### config.mk
export PLATFORM = sky130hd
export DESIGN_NAME = rx_los_change_interrupt
export DESIGN_NICKNAME = d
export VERILOG_FILES = /design/src/pkg/los_irq_pkg.sv /design/src/rtl/los_edge_detect.sv /design/src/rtl/rx_los_change_interrupt.sv
export SDC_FILE = /design/constraint.sdc
export NUM_CORES = 1
export LEC_CHECK = 0
export BUFFER_PORTS_ARGS = -buffer_cell sky130_fd_sc_hd__buf_2
export CELL_PAD_IN_SITES_DETAIL_PLACEMENT = 1
export CELL_PAD_IN_SITES_GLOBAL_PLACEMENT = 1
export CORE_MARGIN = 4
export CORE_UTILIZATION = 19
export DETAILED_ROUTE_END_ITERATION = 6
export PLACE_DENSITY = 0.89
export SLEW_MARGIN = 40
export SYNTH_ARGS = -nofsm -noshare
export SYNTH_HDL_FRONTEND = slang
export SYNTH_SLANG_ARGS = --single-unit
### constraint.sdc
create_clock -name pclk -period 1.3 [get_ports pclk]
set_input_delay 0.26 -clock pclk [delete_from_list [all_inputs] [get_ports pclk]]
set_output_delay 0.26 -clock pclk [all_outputs]
set_load 0.01 [all_outputs]
### src/pkg/los_irq_pkg.sv
// package for the receive loss-of-signal change interrupt block
`default_nettype none
package los_irq_pkg;
    // ========================================
    // register indices; byte address is four times the index
    localparam logic [11:0] los_status_idx = 12'h012;
    localparam logic [11:0] loopback_status_idx = 12'h014;
    localparam logic [11:0] los_enable_idx = 12'h013;
    localparam logic [11:0] status_byte_idx = 12'h010;
    localparam logic [11:0] los_status_addr = {los_status_idx[9:0], 2'b00};
    localparam logic [11:0] loopback_status_addr = {loopback_status_idx[9:0], 2'b00};
    localparam logic [11:0] los_enable_addr = {los_enable_idx[9:0], 2'b00};
    localparam logic [11:0] status_byte_addr = {status_byte_idx[9:0], 2'b00};
    // ========================================
    // field layout and reset values
    localparam int los_bit = 3;
    localparam logic los_flag_reset = 1'b0;
    localparam logic los_enb_n_reset = 1'b0;
    localparam logic [7:0] reserved_hi_mask = 8'hf0;
    // ========================================
    // apb request carrier
    typedef struct packed {
        logic psel;
        logic penable;
        logic pwrite;
        logic [11:0] paddr;
        logic [31:0] pwdata;
    } apb_req_t;
    typedef enum logic [1:0] {
        acc_idle = 2'b01,
        acc_done = 2'b10
    } acc_state_t;
endpackage
`default_nettype wire

### src/rtl/los_edge_detect.sv
// edge detector turning the loss-of-signal level into a change pulse
`timescale 1ns/1ns
`default_nettype none
module los_edge_detect (
    input wire logic pclk,
    input wire logic presetn,
    input wire logic los_level,
    output logic change
);
    import los_irq_pkg::*;
    logic prev_r;
    logic prev_nxt;
    always_comb begin
        prev_nxt = los_level;
    end
    always_ff @(posedge pclk or negedge presetn) begin
        if (!presetn) begin
            prev_r <= 1'b0;
        end else begin
            prev_r <= prev_nxt;
        end
    end
    // both declare and clear give a change
    assign change = los_level ^ prev_r;
endmodule // los_edge_detect
`default_nettype wire

### src/rtl/rx_los_change_interrupt.sv
// receive loss-of-signal change interrupt with apb registers
// Contract
// - set status bit 3 on every declare and every clear of loss of signal
// - status reads 1 after a change since last read; reading clears it
// - interrupt only when enabled; disabled changes still recorded in status
// - enable bit 3 inverted: 0 enables, 1 disables, resets to 0
// - loopback status bits 7-4 reserved, no function in this mode
`timescale 1ns/1ns
`default_nettype none
module rx_los_change_interrupt (
    input wire logic pclk,
    input wire logic presetn,
    input wire logic psel,
    input wire logic penable,
    input wire logic pwrite,
    input wire logic [11:0] paddr,
    input wire logic [31:0] pwdata,
    output logic [31:0] prdata,
    output logic pready,
    output logic pslverr,
    input wire logic los_level,
    input wire logic [3:0] loopback_bits,
    output logic irq_n
);
    import los_irq_pkg::*;
    // ========================================
    // bus decode
    function automatic logic hit(input logic [11:0] a, input logic [11:0] r);
        hit = (a == r);
    endfunction
    apb_req_t req;
    logic access;
    logic los_change;
    logic flag_r;
    logic flag_nxt;
    logic enb_n_r;
    logic enb_n_nxt;
    logic [31:0] rdata_r;
    logic [31:0] rdata_nxt;
    logic err_r;
    logic err_nxt;
    logic mapped;
    logic setup;
    logic sel_status;
    logic sel_enable;
    logic sel_loop;
    logic status_read;
    logic status_write;
    logic enable_write;
    assign req = '{psel: psel, penable: penable, pwrite: pwrite, paddr: paddr, pwdata: pwdata};
    assign access = req.psel && req.penable;
    assign mapped = hit(req.paddr, los_status_addr) || hit(req.paddr, los_enable_addr)
        || hit(req.paddr, loopback_status_addr);
    assign pready = 1'b1;
    los_edge_detect u_edge (
        .pclk(pclk),
        .presetn(presetn),
        .los_level(los_level),
        .change(los_change)
    );
    // ========================================
    // access decode
    assign setup = req.psel && !req.penable;
    assign sel_status = hit(req.paddr, los_status_addr);
    assign sel_enable = hit(req.paddr, los_enable_addr);
    assign sel_loop = hit(req.paddr, loopback_status_addr);
    assign status_read = access && !req.pwrite && sel_status;
    assign status_write = access && req.pwrite && sel_status;
    assign enable_write = access && req.pwrite && sel_enable;
    // ========================================
    // status flag and enable
    always_comb begin
        flag_nxt = flag_r;
        enb_n_nxt = enb_n_r;
        if (status_read) begin
            flag_nxt = 1'b0;
        end
        if (los_change) begin
            flag_nxt = 1'b1;
        end
        if (enable_write) begin
            enb_n_nxt = req.pwdata[los_bit];
        end
    end
    always_ff @(posedge pclk or negedge presetn) begin
        if (!presetn) begin
            flag_r <= los_flag_reset;
            enb_n_r <= los_enb_n_reset;
        end else begin
            flag_r <= flag_nxt;
            enb_n_r <= enb_n_nxt;
        end
    end
    // ========================================
    // read data
    always_comb begin
        rdata_nxt = rdata_r;
        err_nxt = 1'b0;
        if (req.psel && !req.penable) begin
            rdata_nxt = 32'h0;
            if (hit(req.paddr, los_status_addr)) begin
                rdata_nxt[los_bit] = flag_nxt;
            end else if (hit(req.paddr, los_enable_addr)) begin
                rdata_nxt[los_bit] = enb_n_r;
            end else if (hit(req.paddr, loopback_status_addr)) begin
                rdata_nxt[3:0] = loopback_bits;
            end
        end
        if (req.psel && !req.penable && !mapped) begin
            err_nxt = 1'b1;
        end
    end
    always_ff @(posedge pclk or negedge presetn) begin
        if (!presetn) begin
            rdata_r <= 32'h0;
            err_r <= 1'b0;
        end else begin
            rdata_r <= rdata_nxt;
            err_r <= err_nxt;
        end
    end
    // read data sampled at setup; flag cleared at access edge
    assign prdata = rdata_r;
    assign pslverr = access && err_r;
    // ========================================
    // interrupt output, active low
    assign irq_n = !(flag_r && !enb_n_r);
endmodule // rx_los_change_interrupt
`default_nettype wire

==> impl_metrics.py <==
metrics = {
    "run_status": {
        "status": "completed",
    },
    "worst_setup_path": {
        "path_max_fanout": 2,
        "critPathCaptureType": "register",
        "cp.arrival_ns": 1.40,
        "cp.required_ns": 1.43,
        "startpoint_type": "primary input",
        "crit_family": "simple AND/OR/NAND/NOR gates",
        "crit_type": "in -> reg",
        "critPathMaxStageDelay_ns": 0.54,
        "cp_slowest_cell": "or4_4",
        "crit_buf_inv": 1,
        "path_cells": "buf_6 > or4_4 > nor4_4 > mux2_4",
    },
    "die": {
        "start_util_pct": 20.22,
        "die_w_um": 68.29,
        "pin_count": 89,
        "die_h_um": 68.29,
        "rows": 21,
        "die-area_um2": 4664,
        "coreArea_um2": 3416,
    },
    "cells_and_area": {
        "fill_cells": 442,
        "area_growth_pct": 25.72,
        "drive_above_1_share_pct": 35.40,
        "final_nets": 169,
        "fin_cells": 159,
        "n_antenna_cell": 0,
        "final_util_pct": 25.42,
    },
    "clock_tree": {
        "cts_tree": "yes",
        "clock-sinks": 8,
        "postCtsSetupBuffers": 0,
        "clock_path_buffers": 2,
        "htreeDepth": 1,
        "clock_latency_ns": 0.24,
        "cts-root-buf": "clkbuf_4",
        "cts.clk_slew.worst_paths_ns": 0.05,
        "cts_buffers": 3,
    },
    "sta": {
        "fin_ws_ns": 0.02278,
        "fin_crit_ns": 1.277,
        "maxSlewViolCount": 0,
        "clock_skew_ns": 0.0008109,
        "timing.fmax_ghz": 0.7830,
        "rsz0062_at_grt": "yes",
        "whs_ns": 0.1492,
        "hold_violations": 0,
        "setup_violations": 0,
        "fin_crit_sh_pct": 98.25,
    },
    "detailed_routing": {
        "drc": 0,
        "ant_nets": 0,
        "drt_iter0_markers": 9,
        "drt-vias-per-instance": 3.642,
        "wire_per_inst_um": 10.73,
        "routed_wl_um": 1706,
        "vias": 579,
        "drt_first_pass_iters": 2,
    },
    "grt": {
        "grtUsageTotal_pct": 6.703,
        "grt_first_pass_wirelength_um": 2304,
        "grt-ovfl-total": 0,
        "antenna_found_initial": 0,
        "grt_max_degree": 9,
        "grt_pass1_vias": 562,
    },
    "placed_design": {
        "post-place-ws_ns": -0.2764,
        "port_buffers": 28,
        "routabilityCongestion": 0.7650,
        "dp.cells": 155,
        "dp_hpwl_um": 1530,
    },
    "power_and_ir_drop": {
        "p_switching_uw": 158.1,
        "combPwrFrac_pct": 24.6,
        "p_seq_share_pct": 44.5,
        "peakVddDrop_uv": 163.6,
        "p_per_area_nw_per_um2": 656.9,
        "p_leak_uw": 0.0004594,
        "p_int_uw": 412.3,
        "switching_share_pct": 27.72,
        "p_clk_share_pct": 30.9,
    },
    "synth": {
        "ys_seq_elements": 8,
        "synthArstFlopShare_pct": 100.0,
        "synthDistinctLibCells": 27,
        "syn_area_um2": 690.7,
        "yosys.area.top_type_share_pct": 31.52,
        "yosysWarnings": 0,
        "synth_edf_count": 0,
        "synth.most_common_cell": "buf_4",
        "synth_flop_cell": "dfrtp_1",
        "netlist_top_cells_count": "29 x buf_4, 8 x dfrtp_1, 5 x nand2_1",
        "netlist_top_cells_area": "buf_4 32%, dfrtp_1 29%, o31ai_1 4.3%, nand2_1 2.7%, nand2b_1 2.7%",
        "yosysTopAreaCell": "buf_4",
        "ys_seq_area_share_pct": 28.99,
        "synth.avg_cell_area_um2": 8.743,
        "syn_inst": 79,
    },
    "min_path": {
        "holdCritPathClass": "in -> reg",
    },
    "flow_run": {
        "cap_violations": 0,
    },
}
-- path summary, 6_finish.rpt --
kind / start / end / slack (ns) / cells after the start
max in group asynchronous: presetn / enb_n_r$_DFFE_PN0P_ / 0.76 / 2
setup / recovery: paddr[9] / enb_n_r$_DFFE_PN0P_ / 0.02 / 4
setup reg to reg: flag_r$_DFF_PN0_ / prdata[3]$_DFFE_PN0P_ / 0.05 / 3
hold / removal: los_level / u_edge.prev_r$_DFF_PN0_ / 0.15 / 1
min in group asynchronous: presetn / prdata[1]$_DFFE_PN0P_ / 0.38 / 2
hold reg to reg: prdata[0]$_DFFE_PN0P_ / prdata[0]$_DFFE_PN0P_ / 0.48 / 2
-- cell usage in the layout (no fill, tap or decap), types with 3 or more instances in the layout --
| cell | count |
|---|---|
| buf_6 | 3 |
| inv_1 | 4 |
| conb_1 | 29 |
| buf_4 | 4 |
| clkbuf_4 | 3 |
| buf_2 | 25 |
| dfrtp_1 | 8 |
| o31ai_1 | 4 |
| nand2_1 | 5 |
| nand2b_1 | 3 |
-- cells by family (layout without fill, tap and decap cells) --
logic type	after synthesis	count (layout)	synth area share, %
AND/OR/NAND/NOR	25	25	23.91
flip-flops	8	8	28.99
other	2	29	1.087
multiplexers	1	1	1.630
buffers and inverters	33	40	33.70
XOR/XNOR	1	1	1.268
AO/OA/AOI/OAI	9	9	9.421
-- per-stage QoR --
step	TNS (ns)	total power (uW)	area, um^2
3_5_place_dp	-0.5506	387.5	804.5
5_1_grt	-0.008205	612.7	868.3
2_1_floorplan	-0.08590	389.6	794.5
6_report	0	570.4	868.3
4_1_cts	0	575.1	845.8
3_3_place_gp	-0.4248	384.6	804.5
-- what timing repair did --
item | CTS | global route
setup endpoints to repair | 1 | 1
pin swaps | 0 | 1
gates resized for setup | 1 | 4
endpoints found under the hold margin | 8 | 0
hold buffers | 1 | 0
-- sequential cells by signal (all words and copies together) (netlist names) --
signal         count
enb_n_r            1
err_r              1
flag_r             1
prdata             4
u_edge.prev_r      1
-- area by class of cell --
cell class / instances / area [um^2] / area share [%]
multi-input cells: 65 / 374.1 / 43.08
flip-flops and latches: 8 / 200.2 / 23.05
repair buffers: 33 / 198.9 / 22.91
well taps: 46 / 57.56 / 6.628
clock buffers: 3 / 22.52 / 2.594
inverters: 4 / 15.01 / 1.729
-- power by group through the flow --
| stage | clock network (uW) | registers [uW] | logic (uW) |
|---|---|---|---|
| 2_1_floorplan | 0 | 258 | 132 |
| 3_3_place_gp | 0 | 258 | 127 |
| 3_5_place_dp | 0 | 258 | 129 |
| 4_1_cts | 188 | 254 | 133 |
| 5_1_grt | 201 | 254 | 158 |
| 6_report | 176 | 254 | 140 |
-- routing by layer --
layer / vias to the layer above / part of all wire, % / global-route usage, %
met2: 26 / 56 / 12.03
met1: 268 / 33 / 6.496
li1: 283 / - / -
met4: 0 / 1.1 / 3.722
met3: 2 / 9.7 / 2.627
met5: - / 0 / 0
-- worst reg2reg max path: stages, from the launching register on --
cell	delay, ns
dfrtp_1	0.39
or4b_1	0.48
o211ai_1	0.18
o31ai_1	0.09
No activity file was read; power rests on OpenSTA's default activity.
